**config.mk**
```make
export PLATFORM = sky130hd
export DESIGN_NAME = pmd_engine
export DESIGN_NICKNAME = d
export VERILOG_FILES = /design/src/hdl/pmd_pkg.sv /design/src/hdl/pmd_engine.sv
export VERILOG_INCLUDE_DIRS = /design/src /design/src/hdl
export SDC_FILE = /design/constraint.sdc
export NUM_CORES = 2
export LEC_CHECK = 0
export BUFFER_PORTS_ARGS = -buffer_cell sky130_fd_sc_hd__clkbuf_2
export CORE_MARGIN = 2
export CORE_UTILIZATION = 50
export CTS_BUF_LIST = sky130_fd_sc_hd__clkbuf_8 sky130_fd_sc_hd__clkbuf_16
export DETAILED_ROUTE_END_ITERATION = 10
export PLACE_DENSITY = 0.7
export SETUP_SLACK_MARGIN = 0.3
export SLEW_MARGIN = 25
export SYNTH_ARGS = -nofsm -noshare
export SYNTH_HDL_FRONTEND = slang
export SYNTH_SLANG_ARGS = --single-unit
export TNS_END_PERCENT = 30
```
**constraint.sdc**
```tcl
create_clock -name sys_clk -period 12 [get_ports sys_clk]
set_input_delay 1.2 -clock sys_clk [delete_from_list [all_inputs] [get_ports sys_clk]]
set_output_delay 1.2 -clock sys_clk [all_outputs]
set_load 0.05 [all_outputs]
```
**src/hdl/pmd_defs.svh**
```systemverilog
`ifndef PMD_DEFS_SVH
`define PMD_DEFS_SVH
// Notes on behaviour
// Host loads setup registers, then an operations write starts the run.
// On finish the engine signals completion and returns to idle.
// Completion sets a sticky status bit, gated by enable onto interrupt.
// Pixels of 1, 2, 4 or 8 bits packed in 32-bit words.
// Each map picks a packing order; orders are converted automatically.
// Source combines with destination per pixel; result written back.
// Pattern pixel chooses between two programmed combining functions.
// A mask pixel may block update of its destination pixel.
// Optional pattern from source: zero source pixels give pattern zero.
// Destination update may depend on comparing destination to a value.
// Pointers advance after each pixel until the programmed limit.
// Source and pattern pointers wrap to the opposite edge of the map.
// Writes outside the destination map are suppressed; stepping goes on.
// Mask addressed by destination coordinates minus mask origin offsets.
// Fixed source or pattern uses foreground and background colours.
// Variable data only ever comes from memory fetched by the engine.
// A 4MB window above the video base is video, the rest system memory.
// Maps have base, width-1, height-1 and format registers.
// Maps up to 4096 square; operations register picks the maps.
// Host keeps source and destination depth equal, pattern one bit.
// The mask map is always one bit per pixel.
// Host can suspend or terminate a running operation.
// Mask enabled: mask 0 blocks update, mask 1 allows it.
// Destination coordinates are signed 16 bit; outside band never wraps.
// A readable busy bit runs from start until completion or termination.
`define PMD_OFF_OPS 8'h00
`define PMD_OFF_STATUS 8'h04
`define PMD_OFF_CTRL 8'h08
`define PMD_OFF_IRQEN 8'h0c
`define PMD_OFF_IRQST 8'h10
`define PMD_OFF_FG 8'h14
`define PMD_OFF_BG 8'h18
`define PMD_OFF_CMP 8'h1c
`define PMD_OFF_VBASE 8'h20
`define PMD_OFF_DIM 8'h24
`define PMD_OFF_SRCXY 8'h28
`define PMD_OFF_PATXY 8'h2c
`define PMD_OFF_DSTXY 8'h30
`define PMD_OFF_MOFF 8'h34
`define PMD_MAP_REGION 2'h1
`define PMD_MAP_BASE 2'h0
`define PMD_MAP_SIZE 2'h1
`define PMD_MAP_FMT 2'h2
`define PMD_MASK_MAP 2'h3
`define PMD_OPS_SRC 1:0
`define PMD_OPS_PAT 3:2
`define PMD_OPS_DST 5:4
`define PMD_OPS_SRCFIX 6
`define PMD_OPS_PATFIX 7
`define PMD_OPS_PATSRC 8
`define PMD_OPS_MASK 10:9
`define PMD_OPS_CMP 12:11
`define PMD_OPS_FGFN 20:16
`define PMD_OPS_BGFN 28:24
`define PMD_MASK_OFF 2'h0
`define PMD_MASK_BOUND 2'h1
`define PMD_MASK_EN 2'h2
`define PMD_CMP_OFF 2'h0
`define PMD_CMP_NE 2'h1
`define PMD_CMP_EQ 2'h2
`define PMD_VID_HI 31
`define PMD_VID_LO 22
`define PMD_RST_WORD 32'h0000_0000
`endif

```
**src/hdl/pmd_pkg.sv**
```systemverilog
package pmd_pkg;
  typedef struct packed {
    logic [31:0] base;
    logic [11:0] wid;
    logic [11:0] hgt;
    logic [1:0] depth;
    logic msbFirst;
  } pmd_map_type;

  typedef struct packed {
    logic [31:0] addr;
    logic [4:0] shift;
  } pmd_loc_type;

  typedef struct packed {
    logic valid;
    logic write;
    logic video;
    logic [31:0] addr;
    logic [31:0] wdata;
  } pmd_mem_req_type;

  typedef enum logic [3:0] {
    ST_IDLE = 4'h1,
    ST_ISSUE = 4'h2,
    ST_WAIT = 4'h4,
    ST_STEP = 4'h8
  } pmd_state_type;

  typedef enum logic [4:0] {
    PH_SRC = 5'h01,
    PH_PAT = 5'h02,
    PH_MSK = 5'h04,
    PH_DRD = 5'h08,
    PH_DWR = 5'h10
  } pmd_phase_type;
endpackage : pmd_pkg

```
**src/hdl/pmd_engine.sv**
```systemverilog
`include "pmd_defs.svh"

module pmd_engine (
  input wire logic sys_clk,
  input wire logic resetn,
  input wire logic psel,
  input wire logic penable,
  input wire logic pwrite,
  input wire logic [7:0] paddr,
  input wire logic [31:0] pwdata,
  output logic pready,
  output logic [31:0] prdata,
  output logic pslverr,
  output pmd_pkg::pmd_mem_req_type memReq,
  input wire logic memAck,
  input wire logic [31:0] memRdata,
  output logic opDoneIrq
);

  ////////////////////////////////////////////////////////////////////////////
  // Helpers

  function automatic logic [7:0] pelMask(input logic [1:0] depth);
    logic [7:0] r;
    r = 8'h01;
    unique case (depth)
      2'h0: r = 8'h01;
      2'h1: r = 8'h03;
      2'h2: r = 8'h0f;
      2'h3: r = 8'hff;
    endcase
    return r;
  endfunction : pelMask

  function automatic pmd_pkg::pmd_loc_type pelLoc(
    input pmd_pkg::pmd_map_type m,
    input logic [11:0] x,
    input logic [11:0] y
  );
    logic [23:0] idx;
    logic [26:0] bitOff;
    logic [4:0] pos;
    pmd_pkg::pmd_loc_type r;
    idx = 24'(y * ({1'b0, m.wid} + 13'h0001)) + {12'h000, x};
    bitOff = {3'h0, idx} << m.depth;
    pos = bitOff[4:0];
    r.addr = m.base + {8'h00, bitOff[26:5], 2'h0};
    // Packing order per map, so order mismatch converts itself
    r.shift = m.msbFirst ?
      5'(6'h20 - (6'h01 << m.depth) - {1'b0, pos}) : pos;
    return r;
  endfunction : pelLoc

  function automatic logic [7:0] getPel(input logic [31:0] w,
    input logic [4:0] sh, input logic [1:0] depth);
    return 8'(w >> sh) & pelMask(depth);
  endfunction : getPel

  function automatic logic [31:0] putPel(input logic [31:0] w,
    input logic [4:0] sh, input logic [1:0] depth, input logic [7:0] v);
    logic [31:0] msk;
    msk = {24'h000000, pelMask(depth)} << sh;
    return (w & ~msk) | ({24'h000000, v & pelMask(depth)} << sh);
  endfunction : putPel

  function automatic logic [7:0] mixPel(input logic [4:0] fn,
    input logic [7:0] s, input logic [7:0] d, input logic [1:0] depth);
    logic [7:0] r;
    r = 8'h00;
    if (fn[4]) begin
      unique case (fn[1:0])
        2'h0: r = d + s;
        2'h1: r = d - s;
        2'h2: r = (s > d) ? s : d;
        2'h3: r = (s < d) ? s : d;
      endcase
    end else begin
      for (int i = 0; i < 8; i++) begin
        r[i] = fn[{s[i], d[i]}];
      end
    end
    return r & pelMask(depth);
  endfunction : mixPel

  function automatic logic [11:0] wrapInc(input logic [11:0] v,
    input logic [11:0] lim);
    return (v >= lim) ? 12'h000 : v + 12'h001;
  endfunction : wrapInc

  function automatic logic inMap(input logic [15:0] x, input logic [15:0] y,
    input pmd_pkg::pmd_map_type m);
    return (x[15:12] == 4'h0) && (x[11:0] <= m.wid) &&
      (y[15:12] == 4'h0) && (y[11:0] <= m.hgt);
  endfunction : inMap

  function automatic logic mapped(input logic [7:0] a);
    return (a <= `PMD_OFF_MOFF) ||
      (a[7:6] == `PMD_MAP_REGION && a[3:2] != 2'h3);
  endfunction : mapped

  ////////////////////////////////////////////////////////////////////////////
  // Register group

  logic [31:0] ops_ff, nxt_ops;
  logic [31:0] fg_ff, nxt_fg;
  logic [31:0] bg_ff, nxt_bg;
  logic [31:0] cmp_ff, nxt_cmp;
  logic [31:0] vbase_ff, nxt_vbase;
  logic [31:0] dim_ff, nxt_dim;
  logic [31:0] srcXY_ff, nxt_srcXY;
  logic [31:0] patXY_ff, nxt_patXY;
  logic [31:0] dstXY_ff, nxt_dstXY;
  logic [31:0] moff_ff, nxt_moff;
  pmd_pkg::pmd_map_type maps_ff [4];
  pmd_pkg::pmd_map_type nxt_maps [4];
  logic suspend_ff, nxt_suspend;
  logic termReq_ff, nxt_termReq;
  logic irqEn_ff, nxt_irqEn;
  logic irqSt_ff, nxt_irqSt;
  logic [31:0] prdata_ff, nxt_prdata;

  pmd_pkg::pmd_state_type state_ff, nxt_state;
  logic wrAcc, startPulse, engineDone, busy;

  assign wrAcc = psel && penable && pwrite;
  assign busy = (state_ff != pmd_pkg::ST_IDLE);
  assign startPulse = wrAcc && paddr == `PMD_OFF_OPS && !busy;
  assign pready = 1'b1;
  assign pslverr = psel && penable && !mapped(paddr);
  assign prdata = prdata_ff;
  assign opDoneIrq = irqSt_ff && irqEn_ff;

  always_comb begin
    logic [1:0] mi;
    mi = paddr[5:4];
    nxt_ops = ops_ff;
    nxt_fg = fg_ff;
    nxt_bg = bg_ff;
    nxt_cmp = cmp_ff;
    nxt_vbase = vbase_ff;
    nxt_dim = dim_ff;
    nxt_srcXY = srcXY_ff;
    nxt_patXY = patXY_ff;
    nxt_dstXY = dstXY_ff;
    nxt_moff = moff_ff;
    nxt_maps = maps_ff;
    nxt_suspend = suspend_ff;
    nxt_termReq = termReq_ff && busy;
    nxt_irqEn = irqEn_ff;
    nxt_irqSt = irqSt_ff;
    nxt_prdata = prdata_ff;
    if (wrAcc) begin
      unique case (paddr)
        `PMD_OFF_OPS: if (!busy) nxt_ops = pwdata;
        `PMD_OFF_CTRL: begin
          nxt_suspend = pwdata[0];
          nxt_termReq = pwdata[1] && busy;
        end
        `PMD_OFF_IRQEN: nxt_irqEn = pwdata[0];
        `PMD_OFF_IRQST: if (pwdata[0]) nxt_irqSt = 1'b0;
        `PMD_OFF_FG: nxt_fg = pwdata;
        `PMD_OFF_BG: nxt_bg = pwdata;
        `PMD_OFF_CMP: nxt_cmp = pwdata;
        `PMD_OFF_VBASE: nxt_vbase = pwdata;
        `PMD_OFF_DIM: nxt_dim = pwdata;
        `PMD_OFF_SRCXY: nxt_srcXY = pwdata;
        `PMD_OFF_PATXY: nxt_patXY = pwdata;
        `PMD_OFF_DSTXY: nxt_dstXY = pwdata;
        `PMD_OFF_MOFF: nxt_moff = pwdata;
        default: begin
          if (paddr[7:6] == `PMD_MAP_REGION) begin
            unique case (paddr[3:2])
              `PMD_MAP_BASE: nxt_maps[mi].base = pwdata;
              `PMD_MAP_SIZE: begin
                nxt_maps[mi].wid = pwdata[11:0];
                nxt_maps[mi].hgt = pwdata[27:16];
              end
              `PMD_MAP_FMT: begin
                // Mask map depth stays one bit
                nxt_maps[mi].depth = (mi == `PMD_MASK_MAP) ?
                  2'h0 : pwdata[1:0];
                nxt_maps[mi].msbFirst = pwdata[2];
              end
              default: ;
            endcase
          end
        end
      endcase
    end
    if (engineDone) begin
      nxt_irqSt = 1'b1;
    end
    if (psel && !penable && !pwrite) begin
      nxt_prdata = 32'h00000000;
      unique case (paddr)
        `PMD_OFF_OPS: nxt_prdata = ops_ff;
        `PMD_OFF_STATUS: nxt_prdata = {30'h0, busy && suspend_ff, busy};
        `PMD_OFF_CTRL: nxt_prdata = {30'h0, termReq_ff, suspend_ff};
        `PMD_OFF_IRQEN: nxt_prdata = {31'h0, irqEn_ff};
        `PMD_OFF_IRQST: nxt_prdata = {31'h0, irqSt_ff};
        `PMD_OFF_FG: nxt_prdata = fg_ff;
        `PMD_OFF_BG: nxt_prdata = bg_ff;
        `PMD_OFF_CMP: nxt_prdata = cmp_ff;
        `PMD_OFF_VBASE: nxt_prdata = vbase_ff;
        `PMD_OFF_DIM: nxt_prdata = dim_ff;
        `PMD_OFF_SRCXY: nxt_prdata = srcXY_ff;
        `PMD_OFF_PATXY: nxt_prdata = patXY_ff;
        `PMD_OFF_DSTXY: nxt_prdata = dstXY_ff;
        `PMD_OFF_MOFF: nxt_prdata = moff_ff;
        default: begin
          if (paddr[7:6] == `PMD_MAP_REGION) begin
            unique case (paddr[3:2])
              `PMD_MAP_BASE: nxt_prdata = maps_ff[mi].base;
              `PMD_MAP_SIZE: nxt_prdata = {4'h0, maps_ff[mi].hgt,
                4'h0, maps_ff[mi].wid};
              `PMD_MAP_FMT: nxt_prdata = {29'h0, maps_ff[mi].msbFirst,
                maps_ff[mi].depth};
              default: ;
            endcase
          end
        end
      endcase
    end
  end

  always_ff @(posedge sys_clk) begin
    if (!resetn) begin
      ops_ff <= `PMD_RST_WORD;
      fg_ff <= `PMD_RST_WORD;
      bg_ff <= `PMD_RST_WORD;
      cmp_ff <= `PMD_RST_WORD;
      vbase_ff <= `PMD_RST_WORD;
      dim_ff <= `PMD_RST_WORD;
      srcXY_ff <= `PMD_RST_WORD;
      patXY_ff <= `PMD_RST_WORD;
      dstXY_ff <= `PMD_RST_WORD;
      moff_ff <= `PMD_RST_WORD;
      for (int m = 0; m < 4; m++) begin
        maps_ff[m] <= '0;
      end
      suspend_ff <= 1'b0;
      termReq_ff <= 1'b0;
      irqEn_ff <= 1'b0;
      irqSt_ff <= 1'b0;
      prdata_ff <= `PMD_RST_WORD;
    end else begin
      ops_ff <= nxt_ops;
      fg_ff <= nxt_fg;
      bg_ff <= nxt_bg;
      cmp_ff <= nxt_cmp;
      vbase_ff <= nxt_vbase;
      dim_ff <= nxt_dim;
      srcXY_ff <= nxt_srcXY;
      patXY_ff <= nxt_patXY;
      dstXY_ff <= nxt_dstXY;
      moff_ff <= nxt_moff;
      maps_ff <= nxt_maps;
      suspend_ff <= nxt_suspend;
      termReq_ff <= nxt_termReq;
      irqEn_ff <= nxt_irqEn;
      irqSt_ff <= nxt_irqSt;
      prdata_ff <= nxt_prdata;
    end
  end

  ////////////////////////////////////////////////////////////////////////////
  // Drawing engine

  pmd_pkg::pmd_phase_type phase_ff, nxt_phase;
  logic [11:0] srcX_ff, nxt_srcX, srcY_ff, nxt_srcY;
  logic [11:0] patX_ff, nxt_patX, patY_ff, nxt_patY;
  logic [15:0] dstX_ff, nxt_dstX, dstY_ff, nxt_dstY;
  logic [11:0] cntX_ff, nxt_cntX, cntY_ff, nxt_cntY;
  logic [7:0] srcPel_ff, nxt_srcPel;
  logic patBit_ff, nxt_patBit;
  logic mskBit_ff, nxt_mskBit;
  logic [31:0] dstWord_ff, nxt_dstWord;
  pmd_pkg::pmd_mem_req_type memReq_ff, nxt_memReq;

  pmd_pkg::pmd_map_type srcMap, patMap, dstMap, mskMap;
  pmd_pkg::pmd_loc_type srcLoc, patLoc, dstLoc, mskLoc;
  logic [15:0] mx, my;
  logic [1:0] maskMode;
  logic patVal, areaOk, mskPass, cmpOk, writeOk;
  logic [7:0] srcVal, dstPel, mixOut;

  assign memReq = memReq_ff;
  assign srcMap = maps_ff[ops_ff[`PMD_OPS_SRC]];
  assign patMap = maps_ff[ops_ff[`PMD_OPS_PAT]];
  assign dstMap = maps_ff[ops_ff[`PMD_OPS_DST]];
  assign mskMap = maps_ff[`PMD_MASK_MAP];
  assign maskMode = ops_ff[`PMD_OPS_MASK];
  assign mx = dstX_ff - moff_ff[15:0];
  assign my = dstY_ff - moff_ff[31:16];
  assign srcLoc = pelLoc(srcMap, srcX_ff, srcY_ff);
  assign patLoc = pelLoc(patMap, patX_ff, patY_ff);
  assign dstLoc = pelLoc(dstMap, dstX_ff[11:0], dstY_ff[11:0]);
  assign mskLoc = pelLoc(mskMap, mx[11:0], my[11:0]);
  // Pattern 1 when fixed; from source nonzero when derived
  assign patVal = ops_ff[`PMD_OPS_PATFIX] ? 1'b1 :
    ops_ff[`PMD_OPS_PATSRC] ? (srcPel_ff != 8'h00) : patBit_ff;
  assign srcVal = ops_ff[`PMD_OPS_SRCFIX] ?
    (patVal ? fg_ff[7:0] : bg_ff[7:0]) : srcPel_ff;
  assign dstPel = getPel(dstWord_ff, dstLoc.shift, dstMap.depth);
  assign mixOut = mixPel(patVal ? ops_ff[`PMD_OPS_FGFN] :
    ops_ff[`PMD_OPS_BGFN], srcVal, dstPel, dstMap.depth);
  assign areaOk = inMap(dstX_ff, dstY_ff, dstMap) &&
    (maskMode == `PMD_MASK_OFF || inMap(mx, my, mskMap));
  assign mskPass = maskMode != `PMD_MASK_EN || mskBit_ff;
  always_comb begin
    cmpOk = 1'b1;
    unique case (ops_ff[`PMD_OPS_CMP])
      `PMD_CMP_NE: cmpOk = dstPel != (cmp_ff[7:0] & pelMask(dstMap.depth));
      `PMD_CMP_EQ: cmpOk = dstPel == (cmp_ff[7:0] & pelMask(dstMap.depth));
      default: cmpOk = 1'b1;
    endcase
  end
  assign writeOk = areaOk && mskPass && cmpOk;
  assign engineDone = state_ff == pmd_pkg::ST_STEP &&
    cntX_ff == dim_ff[11:0] && cntY_ff == dim_ff[27:16];

  always_comb begin
    logic need;
    pmd_pkg::pmd_loc_type loc;
    pmd_pkg::pmd_phase_type after;
    need = 1'b0;
    loc = dstLoc;
    after = pmd_pkg::PH_SRC;
    nxt_state = state_ff;
    nxt_phase = phase_ff;
    nxt_srcX = srcX_ff;
    nxt_srcY = srcY_ff;
    nxt_patX = patX_ff;
    nxt_patY = patY_ff;
    nxt_dstX = dstX_ff;
    nxt_dstY = dstY_ff;
    nxt_cntX = cntX_ff;
    nxt_cntY = cntY_ff;
    nxt_srcPel = srcPel_ff;
    nxt_patBit = patBit_ff;
    nxt_mskBit = mskBit_ff;
    nxt_dstWord = dstWord_ff;
    nxt_memReq = memReq_ff;
    unique case (phase_ff)
      pmd_pkg::PH_SRC: begin
        need = !ops_ff[`PMD_OPS_SRCFIX];
        loc = srcLoc;
        after = pmd_pkg::PH_PAT;
      end
      pmd_pkg::PH_PAT: begin
        need = !ops_ff[`PMD_OPS_PATFIX] && !ops_ff[`PMD_OPS_PATSRC];
        loc = patLoc;
        after = pmd_pkg::PH_MSK;
      end
      pmd_pkg::PH_MSK: begin
        need = maskMode == `PMD_MASK_EN && areaOk;
        loc = mskLoc;
        after = pmd_pkg::PH_DRD;
      end
      pmd_pkg::PH_DRD: begin
        need = areaOk && mskPass;
        after = pmd_pkg::PH_DWR;
      end
      pmd_pkg::PH_DWR: begin
        need = writeOk;
        after = pmd_pkg::PH_SRC;
      end
    endcase
    unique case (state_ff)
      pmd_pkg::ST_IDLE: begin
        if (startPulse) begin
          nxt_state = pmd_pkg::ST_ISSUE;
          nxt_phase = pmd_pkg::PH_SRC;
          nxt_srcX = srcXY_ff[11:0];
          nxt_srcY = srcXY_ff[27:16];
          nxt_patX = patXY_ff[11:0];
          nxt_patY = patXY_ff[27:16];
          nxt_dstX = dstXY_ff[15:0];
          nxt_dstY = dstXY_ff[31:16];
          nxt_cntX = 12'h000;
          nxt_cntY = 12'h000;
        end
      end
      pmd_pkg::ST_ISSUE: begin
        if (phase_ff == pmd_pkg::PH_SRC && termReq_ff) begin
          nxt_state = pmd_pkg::ST_IDLE;
        end else if (phase_ff == pmd_pkg::PH_SRC && suspend_ff) begin
          nxt_state = pmd_pkg::ST_ISSUE;
        end else if (need) begin
          nxt_memReq.valid = 1'b1;
          nxt_memReq.write = phase_ff == pmd_pkg::PH_DWR;
          nxt_memReq.addr = loc.addr;
          nxt_memReq.video = loc.addr[`PMD_VID_HI:`PMD_VID_LO] ==
            vbase_ff[`PMD_VID_HI:`PMD_VID_LO];
          nxt_memReq.wdata = putPel(dstWord_ff, dstLoc.shift,
            dstMap.depth, mixOut);
          nxt_state = pmd_pkg::ST_WAIT;
        end else begin
          nxt_phase = after;
          if (phase_ff == pmd_pkg::PH_DWR) begin
            nxt_state = pmd_pkg::ST_STEP;
          end
        end
      end
      pmd_pkg::ST_WAIT: begin
        if (memAck) begin
          nxt_memReq.valid = 1'b0;
          nxt_phase = after;
          nxt_state = (phase_ff == pmd_pkg::PH_DWR) ?
            pmd_pkg::ST_STEP : pmd_pkg::ST_ISSUE;
          unique case (phase_ff)
            pmd_pkg::PH_SRC: nxt_srcPel =
              getPel(memRdata, srcLoc.shift, srcMap.depth);
            pmd_pkg::PH_PAT: nxt_patBit = memRdata[patLoc.shift];
            pmd_pkg::PH_MSK: nxt_mskBit = memRdata[mskLoc.shift];
            pmd_pkg::PH_DRD: nxt_dstWord = memRdata;
            pmd_pkg::PH_DWR: ;
          endcase
        end
      end
      pmd_pkg::ST_STEP: begin
        nxt_state = pmd_pkg::ST_ISSUE;
        if (engineDone) begin
          nxt_state = pmd_pkg::ST_IDLE;
        end else if (cntX_ff == dim_ff[11:0]) begin
          nxt_cntX = 12'h000;
          nxt_cntY = cntY_ff + 12'h001;
          nxt_srcX = srcXY_ff[11:0];
          nxt_patX = patXY_ff[11:0];
          nxt_dstX = dstXY_ff[15:0];
          nxt_srcY = wrapInc(srcY_ff, srcMap.hgt);
          nxt_patY = wrapInc(patY_ff, patMap.hgt);
          nxt_dstY = dstY_ff + 16'h0001;
        end else begin
          nxt_cntX = cntX_ff + 12'h001;
          nxt_srcX = wrapInc(srcX_ff, srcMap.wid);
          nxt_patX = wrapInc(patX_ff, patMap.wid);
          nxt_dstX = dstX_ff + 16'h0001;
        end
      end
    endcase
  end

  always_ff @(posedge sys_clk) begin
    if (!resetn) begin
      state_ff <= pmd_pkg::ST_IDLE;
      phase_ff <= pmd_pkg::PH_SRC;
      srcX_ff <= 12'h000;
      srcY_ff <= 12'h000;
      patX_ff <= 12'h000;
      patY_ff <= 12'h000;
      dstX_ff <= 16'h0000;
      dstY_ff <= 16'h0000;
      cntX_ff <= 12'h000;
      cntY_ff <= 12'h000;
      srcPel_ff <= 8'h00;
      patBit_ff <= 1'b0;
      mskBit_ff <= 1'b0;
      dstWord_ff <= `PMD_RST_WORD;
      memReq_ff <= '0;
    end else begin
      state_ff <= nxt_state;
      phase_ff <= nxt_phase;
      srcX_ff <= nxt_srcX;
      srcY_ff <= nxt_srcY;
      patX_ff <= nxt_patX;
      patY_ff <= nxt_patY;
      dstX_ff <= nxt_dstX;
      dstY_ff <= nxt_dstY;
      cntX_ff <= nxt_cntX;
      cntY_ff <= nxt_cntY;
      srcPel_ff <= nxt_srcPel;
      patBit_ff <= nxt_patBit;
      mskBit_ff <= nxt_mskBit;
      dstWord_ff <= nxt_dstWord;
      memReq_ff <= nxt_memReq;
    end
  end

endmodule : pmd_engine

```
### After elaboration in Yosys (flattened, before gate mapping)

Cells that the tools add are included.

| operators by class | value |
|---|---|
| add/sub/neg operators | 32 |
| multiply operators | 4 |
| $lt $le $gt $ge | 26 |
| equal/unequal tests | 55 |
| shift-type cells | 12 |
| mux-type cells | 141 |
| bitwise gates (word level) | 17 |
| reductions and logical operators | 81 |

Operators with widths:

| kind | number |
|---|---|
| $bwmux 236 | 5 |
| $pmux 236 s3 | 1 |
| $demux 59 s2 | 5 |
| $mux 59 | 9 |
| $bmux 59 s2 | 4 |
| $pmux 32 s14 | 1 |
| $mux 12 | 21 |
| $mux 67 | 3 |
| $pmux 12 s2 | 6 |
| $add 32x24->32 | 4 |
| $mux 8 | 14 |
| $pmux 37 s3 | 1 |
| $shl 24x2->27 | 4 |
| $add 24x12->24 | 4 |
| $mul 12x13->24 | 4 |
| $mux 16 | 6 |
| $pmux 32 s3 | 1 |
| $pmux 8 s4 | 3 |
| $add 12x1->12 const B | 6 |
| $pmux 16 s2 | 2 |
| $shl 8x5->32 | 2 |
| $shr 32x5->8 | 2 |
| $add 12x1->13 const B | 4 |
| $mux 5 | 10 |
| 74 further kinds | 246 |

| word-level totals | value |
|---|---|
| register bits after elaboration | 814 |
| input bits | 78 |
| output and inout port bits | 102 |
| word-level logic and storage cells | 422 |

### Longest topological paths before layout

| depth | value |
|---|---|
| depth after elaboration | 28 |
| mapped depth | 52 |
| mapped depth without buffers | 49 |

### Worst setup path before layout

OpenSTA, ideal clock, no wires.

| path | value |
|---|---|
| path kind | reg-to-reg |
| start point | register ops_ff[1] |
| end point | register memReq_ff (netlist bit memReq[64]) |
| arrival time | 10,800 ps |
| data required time | 11,941 ps |
| slack | 1,140 ps |
| cell stages (with the launch flop) | 49 |
| buffers on the path | 5 |
| clock period less this slack | 10,860 ps |
| path through | dfxtp_1 -> clkbuf_1 -> clkbuf_1 -> clkbuf_1 -> mux4_2 -> clkbuf_1 -> ha_1 -> nand3_1 -> nor4_1 -> xnor2_1 -> clkbuf_1 -> nand2_1 -> fa_1 -> inv_1 -> fa_1 -> inv_1 -> fa_1 -> inv_1 -> (+13 left out) -> a211oi_1 -> a21oi_1 -> ha_1 -> a21o_1 -> a21o_1 -> a21o_1 -> nand3_1 -> nand2_1 -> a21oi_1 -> nand3b_1 -> xnor2_1 -> a21oi_1 -> o211ai_1 -> a21boi_0 -> xnor2_1 -> nand3_1 -> nor4_1 -> a41o_1 |

| on the way | value |
|---|---|
| longest elaborated chain between the ends | 11 |

Ends and longest elaborated chain:

| element | RTL line | RTL |
|---|---|---|
| from (decl) | pmd_engine.sv:104 | `logic [31:0] ops_ff, nxt_ops;` |
| from (signal assigned) | pmd_engine.sv:228 | `` ops_ff <= `PMD_RST_WORD; `` |
| from (signal assigned) | pmd_engine.sv:247 | `ops_ff <= nxt_ops;` |
| $not 2->3 (*) | pmd_engine.sv:288 | `` assign srcMap = maps_ff[ops_ff[`PMD_OPS_SRC]]; `` |
| $bmux 59 s2 (*) | pmd_engine.sv:288 |  |
| $mux 59 (*) (2 in series) | pmd_engine.sv:288 |  |
| $add 12x1->13 | pmd_engine.sv:44 | `idx = 24'(y * ({1'b0, m.wid} + 13'h0001)) + {12'h000, x};` |
| $mul 12x13->24 | pmd_engine.sv:44 |  |
| $add 24x12->24 | pmd_engine.sv:44 |  |
| $shl 24x2->27 | pmd_engine.sv:45 | `bitOff = {3'h0, idx} << m.depth;` |
| $add 32x24->32 (*) | pmd_engine.sv:47 | `r.addr = m.base + {8'h00, bitOff[26:5], 2'h0};` |
| $pmux 37 s3 (*) | pmd_engine.sv:344 | `unique case (phase_ff)` |
| $eq 10x10->1 (*) | pmd_engine.sv:393 | `` nxt_memReq.video = loc.addr[`PMD_VID_HI:`PMD_VID_LO] == `` |
| to (signal assigned) | pmd_engine.sv:476 | `memReq_ff <= nxt_memReq;` |
| to (decl) | pmd_engine.sv:278 | `pmd_pkg::pmd_mem_req_type memReq_ff, nxt_memReq;` |

Every way passes the cells marked *; elsewhere a longest branch is shown, timed or not. The select of a mux whose other input is x is not followed.
A chain may end at the register's enable or synchronous reset.

### Worst setup path after layout

| path | value |
|---|---|
| start point | register moff_ff[17] |
| end point | register memReq_ff (netlist bit memReq[64]) |

| on the way | value |
|---|---|
| longest elaborated chain between the ends | 10 |
| elaborated cells on any way between the ends | 18 |

Ends and longest elaborated chain:

| element | RTL line | RTL |
|---|---|---|
| from (decl) | pmd_engine.sv:113 | `logic [31:0] moff_ff, nxt_moff;` |
| from (signal assigned) | pmd_engine.sv:237 | `` moff_ff <= `PMD_RST_WORD; `` |
| from (signal assigned) | pmd_engine.sv:256 | `moff_ff <= nxt_moff;` |
| $sub 16x16->16 (*) | pmd_engine.sv:294 | `assign my = dstY_ff - moff_ff[31:16];` |
| branches (longest 9 deep; another with $add 32x24->32) | - |  |

Mark *: on every way between the ends.

==> impl_metrics.json <==
{
  "wl_um": 330000,
  "numCtsBuffers": 94,
  "cp.arrival_ps": 12050,
  "core_area_mm2": 0.154,
  "r2r_slack_ps": 660,
  "p_leak_nw": 33.9,
  "syn_avg_cell_area_um2": 8.31,
  "fmax_mhz": 88.2,
  "fin_crit_ps": 11340,
  "setup_violations": 0,
  "syn_to_final_growth_pct": 8.54,
  "cts_tree": "built",
  "final-instance-count-excl-fill": 11300,
  "gp_congestion": 1.06,
  "synth_warnings": 0,
  "path_max_fanout": 14,
  "mostFrequentLayoutCells": "1433 x nand2_1, 839 x inv_1, 808 x dfxtp_1",
  "ir_drop_mv": 0.107,
  "first_iter_violations": 10900,
  "viasPerCell": 6.56,
  "die_h_um": 397,
  "start_util": 0.502,
  "num_vias": 74200,
  "outcome": "completed",
  "grt_max_degree": 218,
  "clock-skew-final_ps": 73.7,
  "io_buffers": 178,
  "antenna_found_initial": 22,
  "worst-setup-path-type": "flip-flop to flip-flop",
  "rsz0062_at_grt": "true",
  "remaining_drc_errors": 0,
  "die_w_um": 397,
  "hp-class": "flip-flop to flip-flop",
  "p_total_mw": 6.67,
  "cts.sinks": 814,
  "hold_viol_final": 0,
  "slew_headroom": 0.148,
  "ys_types": 97,
  "dp.cells": 11100,
  "antenna_left": 0,
  "holdBufCountCts": 0,
  "htree_num_levels": 3,
  "fin_nets": 10300,
  "worst_slack_ps": 664,
  "track_usage": 0.410,
  "syn_area_mm2": 0.0771,
  "root_buffer": "clkbuf_16",
  "critical_path.endpoint_type": "flip-flop",
  "timing.final.max_slew_violations": 0,
  "grt_pass1_wl_um": 478000,
  "final_cell_area_mm2": 0.0837,
  "post-route-period-util": 0.945,
  "async_flop_share": 0,
  "io_pins": 180,
  "cp-start-kind": "flip-flop",
  "synth_nets": 10400,
  "grt_pass1_vias": 69800,
  "synth-main-ff-cell": "dfxtp_1",
  "cp_common_cell": "o21ai_0",
  "cts_buffer_depth": 3,
  "routedWlPerCell_um": 29.2,
  "tightest_slew_ps": 1280,
  "synth_edf_count": 0,
  "power_density_mw_per_mm2": 79.7,
  "layout_commonest_cell": "nand2_1",
  "insertion_delay_ps": 770,
  "worst_ep_required_time_ps": 12720,
  "place_area_mm2": 0.0804,
  "ys_seq_elements": 814,
  "critPathSlowestCell": "o41ai_1",
  "dp_hpwl_um": 247000,
  "critical_path.max_stage_delay_ps": 530,
  "setup_tns_ps": 0,
  "preCtsSetupSlack_ps": 290,
  "grt-ovfl-total": 0,
  "maxCapViolCount": 0,
  "post-route-util": 0.545,
  "rows": 144,
  "drive_above_1_share": 0.106,
  "dieArea_mm2": 0.157,
  "yosysSeqAreaShare": 0.211,
  "clk_pin_slew_ps": 70,
  "synthCells": 9284,
  "drt_pass1_iterations": 7,
  "fin_hold_ws_ps": 454
}
per-layer routing:
metal / wire length, µm / GRT usage / vias to the layer above
li1: - / - / 32000
met1: 122000 / 0.528 / 36100
met4: 29300 / 0.300 / 26
met3: 45300 / 0.129 / 1070
met2: 133000 / 0.578 / 5057
met5: 249 / 0.00400 / -
final cells by class:
class                   instances  area (µm²)
fillers                     14100       70000
clock buffers                 112        2600
diodes                          6        15.0
well taps                    2044        2560
multi-input cells            7023       55700
flip-flops and latches        814       16300
inverters                     826        3110
repair buffers                433        2840
clock inverters                52         577
timing repair:
action,4_1_cts,5_1_grt
setup buffers,0,1
cloned,0,0
hold endpoints to repair,0,0
endpoints found under the setup margin,1,20
pin swaps,0,2
gates resized for setup,1,17
where the power goes:
| part | switching, mW | leakage, nW | internal [mW] |
|---|---|---|---|
| clock | 1.32 | 1.61 | 1.72 |
| sequential | 0.0288 | 6.56 | 2.71 |
| combinational | 0.622 | 25.8 | 0.271 |
synthesized netlist by cell type (111+ instances only):
cell type | count | area [µm²]
nand2_1 | 1441 | 5410
inv_1 | 821 | 3080
dfxtp_1 | 814 | 16300
nor2_1 | 726 | 2730
a21oi_1 | 707 | 3540
ha_1 | 544 | 6810
clkbuf_1 | 536 | 2010
fa_1 | 492 | 9850
a22oi_1 | 334 | 2510
mux2i_1 | 272 | 2720
o21ai_0 | 260 | 1300
mux4_2 | 259 | 5830
xnor2_1 | 189 | 1660
and2_1 | 175 | 1090
a21o_1 | 135 | 1010
xor2_1 | 130 | 1140
nand3_1 | 121 | 606
and3_1 | 111 | 694
path summary, 6_finish.rpt:
kind	start	to	depth (start not counted)
hold / removal	dim_ff[30]$_SDFFE_PN0P_	dim_ff[30]$_SDFFE_PN0P_	2
hold reg to reg	dim_ff[30]$_SDFFE_PN0P_	dim_ff[30]$_SDFFE_PN0P_	2
setup / recovery	moff_ff[17]$_SDFFE_PN0P_	memReq[64]$_SDFFE_PN0P_	47
setup reg to reg	moff_ff[17]$_SDFFE_PN0P_	memReq[64]$_SDFFE_PN0P_	47
cell families after synthesis:
| group | share of synthesized area |
|---|---|
| other cells | 0.0000486 |
| flops | 0.211 |
| simple gates | 0.172 |
| mux | 0.115 |
| fa+ha+maj | 0.216 |
| xor+xnor | 0.0364 |
| buf+inv | 0.0720 |
| compound gates | 0.178 |
worst max-delay path, delay by kind of cell, from the launching register on:
family | cells | cell delay [ps]
compound gates | 21 | 4780
xor+xnor | 4 | 1030
fa+ha+maj | 8 | 3330
buf+inv | 5 | 630
flops | 1 | 370
mux | 1 | 100
simple gates | 8 | 1050
Note: power is estimated with default switching activity, not from simulation.
